File: src/urmd_pkg.sv
package urmd_pkg;
  localparam logic [3:0] URMD_OFS_HOLD = 4'h0;
  localparam logic [3:0] URMD_OFS_MASK = 4'h1;
  localparam logic [3:0] URMD_OFS_FEAT = 4'h2;
  localparam logic [3:0] URMD_OFS_LINE = 4'h3;
  localparam logic [3:0] URMD_OFS_MODEM = 4'h4;
  localparam logic [3:0] URMD_OFS_RES1 = 4'h5;
  localparam logic [3:0] URMD_OFS_PAUSE1 = 4'h6;
  localparam logic [3:0] URMD_OFS_PAUSE2 = 4'h7;
  localparam logic [3:0] URMD_OFS_GPLVL = 4'hb;
  localparam logic [3:0] URMD_OFS_GPMSK = 4'hc;
  localparam logic [3:0] URMD_OFS_RSVD = 4'hd;
  localparam logic [3:0] URMD_OFS_PINCTL = 4'he;
  localparam logic [3:0] URMD_OFS_EXTRA = 4'hf;
  localparam logic [7:0] URMD_LINE_ENH_KEY = 8'hbf;
  localparam int URMD_LINE_DIV_BIT = 7;
  localparam int URMD_FEAT_ENH_BIT = 4;
  localparam int URMD_PINCTL_SWRST_BIT = 3;
  localparam logic [7:0] URMD_PINCTL_MASK = 8'h07;
  localparam logic [7:0] URMD_EXTRA_MASK = 8'hb7;
  localparam logic [7:0] URMD_MASK_ENH = 8'hf0;
  localparam logic [7:0] URMD_QCTL_ENH = 8'h30;
  localparam logic [7:0] URMD_MODEM_ENH = 8'he0;
  localparam logic [7:0] URMD_ISR_NONE = 8'h01;
  localparam logic [7:0] URMD_RST_ZERO = 8'h00;
  localparam logic [7:0] URMD_RST_LINE = 8'h1d;

  typedef struct packed {
    logic [3:0] addr;
    logic wr;
    logic rd;
    logic [7:0] wdata;
  } urmd_req_s;

  typedef struct packed {
    logic rx_ready;
    logic tx_empty;
    logic line_err;
    logic modem_chg;
  } urmd_src_s;

  typedef enum logic [2:0] {
    URMD_MAP_PLAIN,
    URMD_MAP_DIVISOR,
    URMD_MAP_ENHANCED
  } urmd_map_e;
endpackage

File: src/urmd_regs.sv
`timescale 1ns/10ps
// Notes on behaviour
// [RULE_01] Enhanced-only bits writable only with feature bit4
// [RULE_02] Mask gates four interrupt sources individually
// [RULE_03] Offset 0 read returns received character
// [RULE_04] Offset 0 write loads transmit character
// [RULE_05] Divisor latch replaces offsets 0,1 when selected
// [RULE_06] Feature register fields: cts, rts, special, enhanced
// [RULE_07] Enhanced map only when line control is 0xBF
// [RULE_08] Software reset bit clears core; reserved reads zero
module urmd_regs (
  input wire logic clk,
  input wire logic reset,
  input wire urmd_pkg::urmd_req_s req,
  output logic [7:0] rdata,
  input wire logic [7:0] rx_char,
  output logic rx_pop,
  output logic [7:0] tx_char,
  output logic tx_load,
  input wire urmd_pkg::urmd_src_s src,
  output logic [7:0] irq_status,
  output logic irq_n,
  output logic [15:0] divisor,
  output logic [7:0] frac_divisor,
  output logic [7:0] feature,
  output logic [7:0] line_control,
  output logic [7:0] irq_mask,
  output logic [7:0] queue_control,
  output logic [7:0] modem_line_control,
  output logic [31:0] flow_chars,
  output logic [7:0] gp_level_out,
  input wire logic [7:0] gp_level_in,
  output logic [7:0] gp_irq_mask,
  output logic [7:0] pin_control,
  output logic [7:0] extra_control,
  output logic core_reset
);
  import urmd_pkg::*;

  logic [7:0] div_lo_r, div_hi_r, frac_r, feat_r, line_r, mask_r;
  logic [7:0] qctl_r, modem_r, res1_r, res2_r, pause1_r, pause2_r;
  logic [7:0] gplvl_r, gpmsk_r, pinctl_r, extra_r, tx_r;
  logic tx_load_r, rx_pop_r, core_reset_r;
  logic [7:0] rdata_nxt, rdata_r;

  // Locked bits keep their old value instead of clearing, so a legacy
  // driver that writes zeros there cannot undo an enhanced setup
  function automatic logic [7:0] urmd_merge(input logic [7:0] old_v,
                                            input logic [7:0] new_v,
                                            input logic [7:0] enh_bits,
                                            input logic enh);
    urmd_merge = enh ? new_v : ((old_v & enh_bits) | (new_v & ~enh_bits));
  endfunction

  // 0xbf also has bit 7 set, so the key test must win over the divisor
  // test or the feature register at offset 2 would never be reachable
  urmd_map_e map;
  wire line_is_key = (line_r == URMD_LINE_ENH_KEY);
  wire div_sel = line_r[URMD_LINE_DIV_BIT] && !line_is_key; // [RULE_05]
  wire enh_on = feat_r[URMD_FEAT_ENH_BIT]; // [RULE_01]
  assign map = line_is_key ? URMD_MAP_ENHANCED : // [RULE_07]
               (div_sel ? URMD_MAP_DIVISOR : URMD_MAP_PLAIN);

  wire wr_hold = req.wr && req.addr == URMD_OFS_HOLD;
  wire wr_mask = req.wr && req.addr == URMD_OFS_MASK;
  wire wr_feat = req.wr && req.addr == URMD_OFS_FEAT;
  wire wr_r4 = req.wr && req.addr == URMD_OFS_MODEM;
  wire wr_r5 = req.wr && req.addr == URMD_OFS_RES1;
  wire wr_r6 = req.wr && req.addr == URMD_OFS_PAUSE1;
  wire wr_r7 = req.wr && req.addr == URMD_OFS_PAUSE2;
  wire wr_line = req.wr && req.addr == URMD_OFS_LINE;
  wire wr_gplvl = req.wr && req.addr == URMD_OFS_GPLVL;
  wire wr_gpmsk = req.wr && req.addr == URMD_OFS_GPMSK;
  wire wr_pinctl = req.wr && req.addr == URMD_OFS_PINCTL;
  wire wr_extra = req.wr && req.addr == URMD_OFS_EXTRA;

  // Mask gating of the four classic sources, with fixed priority
  wire [3:0] pend = {src.modem_chg, src.line_err, src.tx_empty,
                     src.rx_ready} & mask_r[3:0]; // [RULE_02]
  // Modem status ranks last and its code is zero; bit 0 alone means none
  logic [7:0] isr_code;
  assign isr_code = pend[2] ? 8'h06 : pend[0] ? 8'h04 :
                    pend[1] ? 8'h02 : pend[3] ? 8'h00 : URMD_ISR_NONE;
  assign irq_status = isr_code;
  assign irq_n = isr_code[0];

  always_comb begin
    rdata_nxt = URMD_RST_ZERO;
    case (req.addr)
      URMD_OFS_HOLD: rdata_nxt = (map == URMD_MAP_DIVISOR) ? div_lo_r :
                                 rx_char; // [RULE_03]
      URMD_OFS_MASK: rdata_nxt = (map == URMD_MAP_DIVISOR) ? div_hi_r :
                                 mask_r;
      URMD_OFS_FEAT: begin
        if (map == URMD_MAP_ENHANCED) begin
          rdata_nxt = feat_r;
        end else if (map == URMD_MAP_DIVISOR && enh_on) begin
          rdata_nxt = frac_r;
        end else begin
          rdata_nxt = isr_code;
        end
      end
      URMD_OFS_LINE: rdata_nxt = line_r;
      URMD_OFS_MODEM: rdata_nxt = line_is_key ? res1_r : modem_r;
      URMD_OFS_RES1: rdata_nxt = line_is_key ? res2_r : URMD_RST_ZERO;
      URMD_OFS_PAUSE1: rdata_nxt = line_is_key ? pause1_r : URMD_RST_ZERO;
      URMD_OFS_PAUSE2: rdata_nxt = line_is_key ? pause2_r : URMD_RST_ZERO;
      URMD_OFS_GPLVL: rdata_nxt = gp_level_in;
      URMD_OFS_GPMSK: rdata_nxt = gpmsk_r;
      URMD_OFS_PINCTL: rdata_nxt = pinctl_r & URMD_PINCTL_MASK; // [RULE_08]
      URMD_OFS_EXTRA: rdata_nxt = extra_r & URMD_EXTRA_MASK;
      default: rdata_nxt = URMD_RST_ZERO; // [RULE_08]
    endcase
  end

  always_ff @(posedge clk or posedge reset) begin
    if (reset) begin
      rdata_r <= URMD_RST_ZERO;
      rx_pop_r <= 1'b0;
    end else begin
      // Held until the next read so a slow host can fetch it at leisure
      rdata_r <= req.rd ? rdata_nxt : rdata_r;
      rx_pop_r <= req.rd && req.addr == URMD_OFS_HOLD &&
                  map != URMD_MAP_DIVISOR; // [RULE_03]
    end
  end

  always_ff @(posedge clk or posedge reset) begin
    if (reset) begin
      tx_r <= URMD_RST_ZERO;
      tx_load_r <= 1'b0;
      div_lo_r <= URMD_RST_ZERO;
      div_hi_r <= URMD_RST_ZERO;
      mask_r <= URMD_RST_ZERO;
      line_r <= URMD_RST_LINE;
    end else begin
      tx_load_r <= wr_hold && map != URMD_MAP_DIVISOR; // [RULE_04]
      if (wr_hold && map != URMD_MAP_DIVISOR) tx_r <= req.wdata;
      if (wr_hold && map == URMD_MAP_DIVISOR) div_lo_r <= req.wdata;
      if (wr_mask && map == URMD_MAP_DIVISOR) div_hi_r <= req.wdata;
      if (wr_mask && map != URMD_MAP_DIVISOR) begin
        mask_r <= urmd_merge(mask_r, req.wdata, URMD_MASK_ENH,
                             enh_on); // [RULE_01]
      end
      if (wr_line) line_r <= req.wdata;
    end
  end

  always_ff @(posedge clk or posedge reset) begin
    if (reset) begin
      feat_r <= URMD_RST_ZERO;
      frac_r <= URMD_RST_ZERO;
      qctl_r <= URMD_RST_ZERO;
      modem_r <= URMD_RST_ZERO;
      res1_r <= URMD_RST_ZERO;
      res2_r <= URMD_RST_ZERO;
      pause1_r <= URMD_RST_ZERO;
      pause2_r <= URMD_RST_ZERO;
    end else begin
      if (wr_feat && map == URMD_MAP_ENHANCED) begin
        feat_r <= req.wdata; // [RULE_06]
      end
      // Offset 2 in the divisor map stays the status port until unlocked
      if (wr_feat && map == URMD_MAP_DIVISOR && enh_on) begin
        frac_r <= req.wdata; // [RULE_01]
      end
      if (wr_feat && map == URMD_MAP_PLAIN) begin
        qctl_r <= urmd_merge(qctl_r, req.wdata, URMD_QCTL_ENH, enh_on);
      end
      if (wr_r4 && !line_is_key) begin
        modem_r <= urmd_merge(modem_r, req.wdata, URMD_MODEM_ENH,
                              enh_on); // [RULE_01]
      end
      if (wr_r4 && line_is_key) res1_r <= req.wdata; // [RULE_07]
      if (wr_r5 && line_is_key) res2_r <= req.wdata;
      if (wr_r6 && line_is_key) pause1_r <= req.wdata;
      if (wr_r7 && line_is_key) pause2_r <= req.wdata;
    end
  end

  always_ff @(posedge clk or posedge reset) begin
    if (reset) begin
      gplvl_r <= URMD_RST_ZERO;
      gpmsk_r <= URMD_RST_ZERO;
      pinctl_r <= URMD_RST_ZERO;
      extra_r <= URMD_RST_ZERO;
      core_reset_r <= 1'b0;
    end else begin
      if (wr_gplvl) gplvl_r <= req.wdata;
      if (wr_gpmsk) gpmsk_r <= req.wdata;
      // Reset bit self-clears so the core sees a single pulse
      core_reset_r <= wr_pinctl &&
                      req.wdata[URMD_PINCTL_SWRST_BIT]; // [RULE_08]
      if (wr_pinctl) begin
        // Reserved bits are dropped at the door so they read back zero
        pinctl_r <= req.wdata & URMD_PINCTL_MASK; // [RULE_08]
      end
      if (wr_extra) begin
        extra_r <= req.wdata & URMD_EXTRA_MASK; // [RULE_08]
      end
    end
  end

  assign rdata = rdata_r;
  assign rx_pop = rx_pop_r;
  assign tx_char = tx_r;
  assign tx_load = tx_load_r;
  assign divisor = {div_hi_r, div_lo_r};
  assign frac_divisor = frac_r;
  assign feature = feat_r;
  assign line_control = line_r;
  assign irq_mask = mask_r;
  assign queue_control = qctl_r;
  assign modem_line_control = modem_r;
  assign flow_chars = {pause2_r, pause1_r, res2_r, res1_r};
  assign gp_level_out = gplvl_r;
  assign gp_irq_mask = gpmsk_r;
  assign pin_control = pinctl_r;
  assign extra_control = extra_r;
  assign core_reset = core_reset_r;

  cov_divisor_c: cover property (@(posedge clk) disable iff (reset)
    wr_hold && map == URMD_MAP_DIVISOR);
  cov_enh_c: cover property (@(posedge clk) disable iff (reset)
    wr_feat && map == URMD_MAP_ENHANCED);
  cov_swrst_c: cover property (@(posedge clk) disable iff (reset)
    core_reset);
  cov_frac_c: cover property (@(posedge clk) disable iff (reset)
    wr_feat && map == URMD_MAP_DIVISOR && enh_on);
  cov_irq_c: cover property (@(posedge clk) disable iff (reset)
    !irq_n);

  enh_gate_a: assert property (@(posedge clk) disable iff (reset) // [RULE_01]
    wr_mask && map == URMD_MAP_PLAIN && !enh_on
    |=> mask_r[7:4] == $past(mask_r[7:4]))
    else $error("enhanced mask bits written while locked");
  frac_gate_a: assert property (@(posedge clk) disable iff (reset) // [RULE_01]
    !enh_on |=> frac_r == $past(frac_r))
    else $error("fractional divisor changed while locked");
  irq_mask_a: assert property (@(posedge clk) disable iff (reset) // [RULE_02]
    (pend == 4'h0) |-> irq_status == URMD_ISR_NONE)
    else $error("interrupt reported with all sources masked");
  rx_read_a: assert property (@(posedge clk) disable iff (reset) // [RULE_03]
    req.rd && req.addr == URMD_OFS_HOLD && map == URMD_MAP_PLAIN
    |=> rdata == $past(rx_char) && rx_pop)
    else $error("holding read did not return received character");
  tx_load_a: assert property (@(posedge clk) disable iff (reset) // [RULE_04]
    wr_hold && map != URMD_MAP_DIVISOR
    |=> tx_load && tx_char == $past(req.wdata))
    else $error("transmit character not loaded");
  div_map_a: assert property (@(posedge clk) disable iff (reset) // [RULE_05]
    wr_hold && map == URMD_MAP_DIVISOR
    |=> divisor[7:0] == $past(req.wdata) && !tx_load)
    else $error("divisor low not written");
  flow_char_a: assert property (@(posedge clk) disable iff (reset) // [RULE_07]
    wr_r6 && !line_is_key |=> pause1_r == $past(pause1_r))
    else $error("flow character written outside enhanced map");
  feat_map_a: assert property (@(posedge clk) disable iff (reset) // [RULE_06]
    wr_feat && map == URMD_MAP_ENHANCED |=> feature == $past(req.wdata))
    else $error("feature register not written");
  swrst_a: assert property (@(posedge clk) disable iff (reset) // [RULE_08]
    wr_pinctl && req.wdata[URMD_PINCTL_SWRST_BIT]
    |=> core_reset ##1 (!core_reset ||
    $past(wr_pinctl && req.wdata[URMD_PINCTL_SWRST_BIT])))
    else $error("software reset pulse missing");
  swrst_src_a: assert property (@(posedge clk) disable iff (reset) // [RULE_08]
    core_reset |-> $past(wr_pinctl && req.wdata[URMD_PINCTL_SWRST_BIT]))
    else $error("software reset pulse without a request");
  rsvd_zero_a: assert property (@(posedge clk) disable iff (reset) // [RULE_08]
    req.rd && req.addr == URMD_OFS_RSVD |=> rdata == URMD_RST_ZERO)
    else $error("reserved offset read not zero");

  qctl_gate_a: assert property (@(posedge clk) disable iff (reset) // [RULE_01]
    wr_feat && map == URMD_MAP_PLAIN && !enh_on
    |=> queue_control[5:4] == $past(queue_control[5:4]))
    else $error("enhanced queue bits written while locked");
  modem_gate_a: assert property (@(posedge clk) disable iff (reset) // [RULE_01]
    wr_r4 && !line_is_key && !enh_on
    |=> modem_line_control[7:5] == $past(modem_line_control[7:5]))
    else $error("enhanced modem bits written while locked");

  feat_lock_a: assert property (@(posedge clk) disable iff (reset) // [RULE_07]
    wr_feat && map != URMD_MAP_ENHANCED |=> feature == $past(feature))
    else $error("feature register written outside enhanced map");
  flow_quiet_a: assert property (@(posedge clk) disable iff (reset) // [RULE_07]
    (wr_r4 || wr_r5 || wr_r6 || wr_r7) && !line_is_key
    |=> flow_chars == $past(flow_chars))
    else $error("flow characters changed outside enhanced map");

  div_high_a: assert property (@(posedge clk) disable iff (reset) // [RULE_05]
    wr_mask && map == URMD_MAP_DIVISOR
    |=> divisor[15:8] == $past(req.wdata) && irq_mask == $past(irq_mask))
    else $error("divisor high not written");
  div_read_a: assert property (@(posedge clk) disable iff (reset) // [RULE_05]
    req.rd && req.addr == URMD_OFS_HOLD && map == URMD_MAP_DIVISOR
    |=> rdata == $past(divisor[7:0]) && !rx_pop)
    else $error("divisor low not read back");
  rdata_hold_a: assert property (@(posedge clk) disable iff (reset) // [RULE_03]
    !req.rd |=> rdata == $past(rdata))
    else $error("read data changed without a read");
  irq_level_a: assert property (@(posedge clk) disable iff (reset) // [RULE_02]
    irq_n == !(src.rx_ready && irq_mask[0] || src.tx_empty && irq_mask[1] ||
    src.line_err && irq_mask[2] || src.modem_chg && irq_mask[3]))
    else $error("interrupt line disagrees with enabled sources");
endmodule

File: config.mk
export PLATFORM = sky130hd
export DESIGN_NAME = urmd_regs
export DESIGN_NICKNAME = d
export VERILOG_FILES = /design/src/urmd_pkg.sv /design/src/urmd_regs.sv
export SDC_FILE = /design/constraint.sdc
export NUM_CORES = 1
export LEC_CHECK = 0
export BUFFER_PORTS_ARGS = -buffer_cell sky130_fd_sc_hd__buf_2
export CELL_PAD_IN_SITES_DETAIL_PLACEMENT = 1
export CELL_PAD_IN_SITES_GLOBAL_PLACEMENT = 2
export CORE_UTILIZATION = 38
export CTS_BUF_LIST = sky130_fd_sc_hd__clkbuf_2 sky130_fd_sc_hd__clkbuf_4 sky130_fd_sc_hd__clkbuf_8
export DETAILED_ROUTE_END_ITERATION = 10
export GPL_TIMING_DRIVEN = 0
export PLACE_DENSITY_LB_ADDON = 0.1
export SLEW_MARGIN = 20
export SYNTH_ARGS = -nofsm -noshare
export SYNTH_HDL_FRONTEND = slang
export SYNTH_SLANG_ARGS = --single-unit
File: constraint.sdc
create_clock -name clk -period 7.6 [get_ports clk]
set_input_delay 1.52 -clock clk [delete_from_list [all_inputs] [get_ports clk]]
set_output_delay 1.52 -clock clk [all_outputs]
set_load 0.05 [all_outputs]
Word-level counts from Yosys, hierarchy flattened
Index checks and enable logic that the tools add are counted.
- bits in registers: 140
- input bits: 36
- output and inout port bits: 156
- logic and storage cells: 91
- equal/unequal tests: 15
- muxes and demuxes: 18
- bitwise logic cells: 4
- reduce and logical (&&, ||, !) cells: 33
- operator list (kind ; count):
    $pmux 8 s12 ; 1
    $mux 8 ; 11
    $logic_and 1x1->1 ; 30
    $eq 4x3->1 const B ; 4
    $eq 4x4->1 const B ; 4
    $eq 4x2->1 const B ; 2
    $eq 8x8->1 const B ; 1
    $or 6x8->8 ; 1
    $or 8x4->8 ; 1
    $or 8x5->8 ; 1
    $mux 3 ; 2
    $and 4x4->4 ; 1
    $eq 4x1->1 const B ; 1
    $logic_not 4->1 ; 1
    $mux 2 ; 2
    $logic_not 3->1 ; 1
    $eq 2x1->1 const B ; 1
    $eq 2x2->1 const B ; 1
    $mux 1 ; 2
    $ne 2x1->1 const B ; 1
    $logic_not 1->1 ; 1

Longest topological paths before layout
- depth in word-level cells: 10
- mapped depth: 8
- depth with buffers taken out: 6

Worst setup path after synthesis
No wires, ideal clock.
- kind: input to output
- start point: input port src[3] (netlist bit)
- end point: output port irq_status[0]
- arrival time: 3.714 ns
- required time: 6.080 ns
- slack: 2.366 ns
- cell stages on the path: 4
- buffers on the path: 1
- cells stage by stage: nand2_1 > nand2_1 > a221oi_1 > buf_4
- longest elaborated chain between the ends: 3
- RTL lines (element ; RTL line ; text):
    from (decl) ; urmd_regs.sv:20 ; input wire urmd_pkg::urmd_src_s src,
    $and 4x4->4 ; urmd_regs.sv:79 ; src.rx_ready} & mask_r[3:0];
    $mux 3 (2 in series) ; urmd_regs.sv:82 ; assign isr_code = pend[2] ? 8'h06 : pend[0] ? 8'h04 :
    to (decl) ; urmd_regs.sv:21 ; output logic [7:0] irq_status,
No other way between the ends.

Final worst setup path
Same ends and word-level chain as after synthesis.

==> results_dict.tcl <==
set metrics [dict create \
    ys_seq_elements 140 \
    clockBufferDepth 2 \
    ant_nets 0 \
    synthCells 524 \
    grt_usage_pct 27.29 \
    path_cells "buf_2 -> nand2_1 -> nand2_1 -> a221oi_1 -> buf_4 -> buf_2" \
    clk_pin_slew_ns 0.08 \
    cp-end-kind "output port" \
    cp_top_family "buffers and inverters" \
    fillerInstances 1874 \
    instances_no_fill 971 \
    p_clk_share_pct 28.4 \
    hold_viol 0 \
    cp.arrival_ns 2.64 \
    fmax_mhz 240.5 \
    antenna_found_initial 1 \
    dpl-instance-area_sq_um 7899 \
    fin_crit_sh_pct 54.71 \
    cap_violations 0 \
    switching_share_pct 40.26 \
    yosysWarnings 0 \
    start_util_pct 38.75 \
    crit_path_start_kind "input pin" \
    r2r_end "rdata[3]$_DFFE_PP0P_" \
    status "finished clean" \
    slew_viol_final 0 \
    firstDrtPassIters 4 \
    synth_area_sq_um 6655 \
    cts_tree "yes" \
    rows 48 \
    detail_route.wl_per_cell_microns 24.13 \
    relSlewSlack_pct 33.80 \
    viasPerCell 5.446 \
    total_power_mw 2.345 \
    p_int_mw 1.401 \
    io_buffers 177 \
    first_global_vias 5491 \
    layout.nets 768 \
    cts_root_buffer "clkbuf_8" \
    hold_slack_ns 0.5054 \
    setup_viol 0 \
    area_delta_synth_final_pct 25.29 \
    seq_area_frac_synth_pct 52.72 \
    cts_max_level 4 \
    r2r_slack_ns 4.95 \
    drc 0 \
    post-dp-hpwl_microns 17210 \
    power.net_switching_uw 944.2 \
    cellPowerDensity_nw_per_um2 281.3 \
    route.vias.total 5288 \
    grt_overflow 0 \
    post_cts_resized 0 \
    syn-mean-instance-area_sq_um 12.70 \
    crit_buf_inv 3 \
    coreArea_sq_um 17180 \
    hold_start "rdata[7]$_DFFE_PP0P_" \
    insertion_delay_ns 0.47 \
    async_flop_share_pct 100.0 \
    ys.flop_type "dfrtp_1" \
    rsz0062_at_grt "false" \
    routed_wl_microns 23430 \
    path_class "input pin to output port" \
    critPathMaxFanout 3 \
    fp.dieArea_sq_um 18050 \
    required_ns 6.08 \
    routabilityCongestion 0.8702 \
    synth_cell_types 56 \
    synth_edf_count 0 \
    finalCriticalPeriod_ns 4.158 \
    comb_power_share_pct 32.0 \
    seqPwrFrac_pct 39.5 \
    worstHoldPathCells 1 \
    placed_cells 938 \
    clock-sinks 140 \
    die_h_microns 134.3 \
    post_cts_buffers 0 \
    cts_inserted_buffers 17 \
    fin_area_sq_um 8338 \
    die_x_microns 134.3 \
    tightest_slew_ns 0.9904 \
    clock_skew_ns 0.01080 \
    hold_buffers 0 \
    drt_iter0_drc 287 \
    critical-path-max-stage-delay_ns 0.40 \
    min_path_type "register to register" \
    finalSetupTns_ns 0 \
    grt_pass1_wl_microns 35270 \
    r2r_cells 6 \
    reg2reg_from "line_control[2]$_DFFE_PP1P_" \
    whs_endpoint "rdata[7]$_DFFE_PP0P_" \
    cp_slowest_cell "a221oi_1" \
    io_pins 192 \
    grt_start_max_net_pins 75 \
    vdd_drop_max_mv 0.1245 \
    power_leakage_nw 4.328 \
    layout-drive-gt1-share_pct 52.21 \
]
## power groups by stage
| stage | logic (mW) | clock network [mW] | registers (mW) |
|---|---|---|---|
| 6_report | 0.751 | 0.667 | 0.927 |
| 3_3_place_gp | 0.740 | 0 | 0.936 |
| 2_1_floorplan | 0.226 | 0 | 1.26 |
| 3_5_place_dp | 0.753 | 0 | 0.941 |
| 4_1_cts | 0.755 | 0.676 | 0.927 |
| 5_1_grt | 0.783 | 0.710 | 0.939 |
## worst max-delay path by stage
stage                 from                 endpoint  slack, ns  cells past startpoint
floorplan            reset     core_reset$_DFF_PP0_       2.33                      1
global placement     reset  div_hi_r[7]$_DFFE_PP0P_       0.81                      2
detailed placement  src[3]            irq_status[0]       3.42                      6
CTS                 src[3]            irq_status[0]       3.40                      6
global route        src[3]            irq_status[0]       3.34                      6
finish              src[3]            irq_status[0]       3.44                      6
## metal layers
layer | track usage [%] | part of all wire [%] | wire (microns)
met1 | 36.93 | 44 | 10400
met2 | 44.16 | 49 | 11420
met3 | 5.178 | 5.1 | 1197
met4 | 8.801 | 1.8 | 418
met5 | 0 | 0 | 0
## synth_stat cells (2+ instances only)
cell         n  area [sq um]
a21oi_1     12         60.06
a221oi_1     3         26.28
a22o_1      10         87.58
a22oi_1      6         45.04
a31oi_1      4         25.02
and2_1       4         25.02
and3_1       6         37.54
buf_2        9         45.04
buf_4       14         105.1
clkbuf_1    17         63.81
dfrtp_1    136          3403
dfstp_2      4         105.1
inv_1        6         22.52
mux2_2     139          1565
mux2i_1     21         210.2
nand2_1     29         108.9
nand3_1     24         120.1
nand4_1      5         31.28
nor2_1      10         37.54
nor2b_1      9         56.30
nor3_1       3         15.01
nor4_1       3         18.77
o21ai_0      5         25.02
o221ai_1     4         35.03
o22a_1       2         17.52
o22ai_1      7         43.79
o2bb2ai_1    2         17.52
o32a_1       2         20.02
## registers in the layout (all words and copies together), names as in the netlist
name and cells:
core_reset 1, div_hi_r 8, div_lo_r 8, extra_control 6
feature 8, frac_divisor 8, gp_irq_mask 8, gp_level_out 8
irq_mask 8, line_control 8, modem_line_control 8, pause1_r 8
pause2_r 8, pin_control 3, queue_control 8, rdata 8
res1_r 8, res2_r 8, rx_pop 1, tx_char 8
tx_load 1
## layout make-up
cell class / count / area, sq um / share of cell area (%)
antenna: 1 / 2.502 / 0.03001
buffer: 43 / 234.0 / 2.806
inverter: 6 / 30.03 / 0.3601
timing repair buffer: 178 / 913.4 / 10.95
clock buffer: 18 / 241.5 / 2.896
clock inverter: 14 / 195.2 / 2.341
multi-input combinational: 346 / 2932 / 35.16
tap: 225 / 281.5 / 3.376
sequential: 140 / 3508 / 42.08
## logic make-up (layout without fill, tap and decap cells)
group           after synthesis  count (layout)  share of synthesized area [%]
mux                         162             162                          27.24
compound gates               67              67                          7.445
buf+inv                      49             259                          3.854
simple gates                105             105                          8.686
flops                       140             140                          52.72
other cells                   1              13                        0.05635
## placed cells by master (no fill, tap or decap), types with 9 or more instances in the layout
master and count:
nor2_1 10, buf_4 14, a22o_1 10, conb_1 12, nand2_1 29, buf_2 186
clkbuf_8 17, mux2_2 139, dfrtp_1 136, nor2b_1 9, nand3_1 24, a21oi_1 12
mux2i_1 21, clkbuf_1 17
## through the flow
step	worst slack (ns)	util (%)
final	3.442	48.54
after global routing	3.336	48.53
after CTS	3.404	48.53
after detailed placement	3.418	45.99
after global placement	0.8072	45.78
after floorplan	2.334	-
Power figures use the tool's default switching activity.
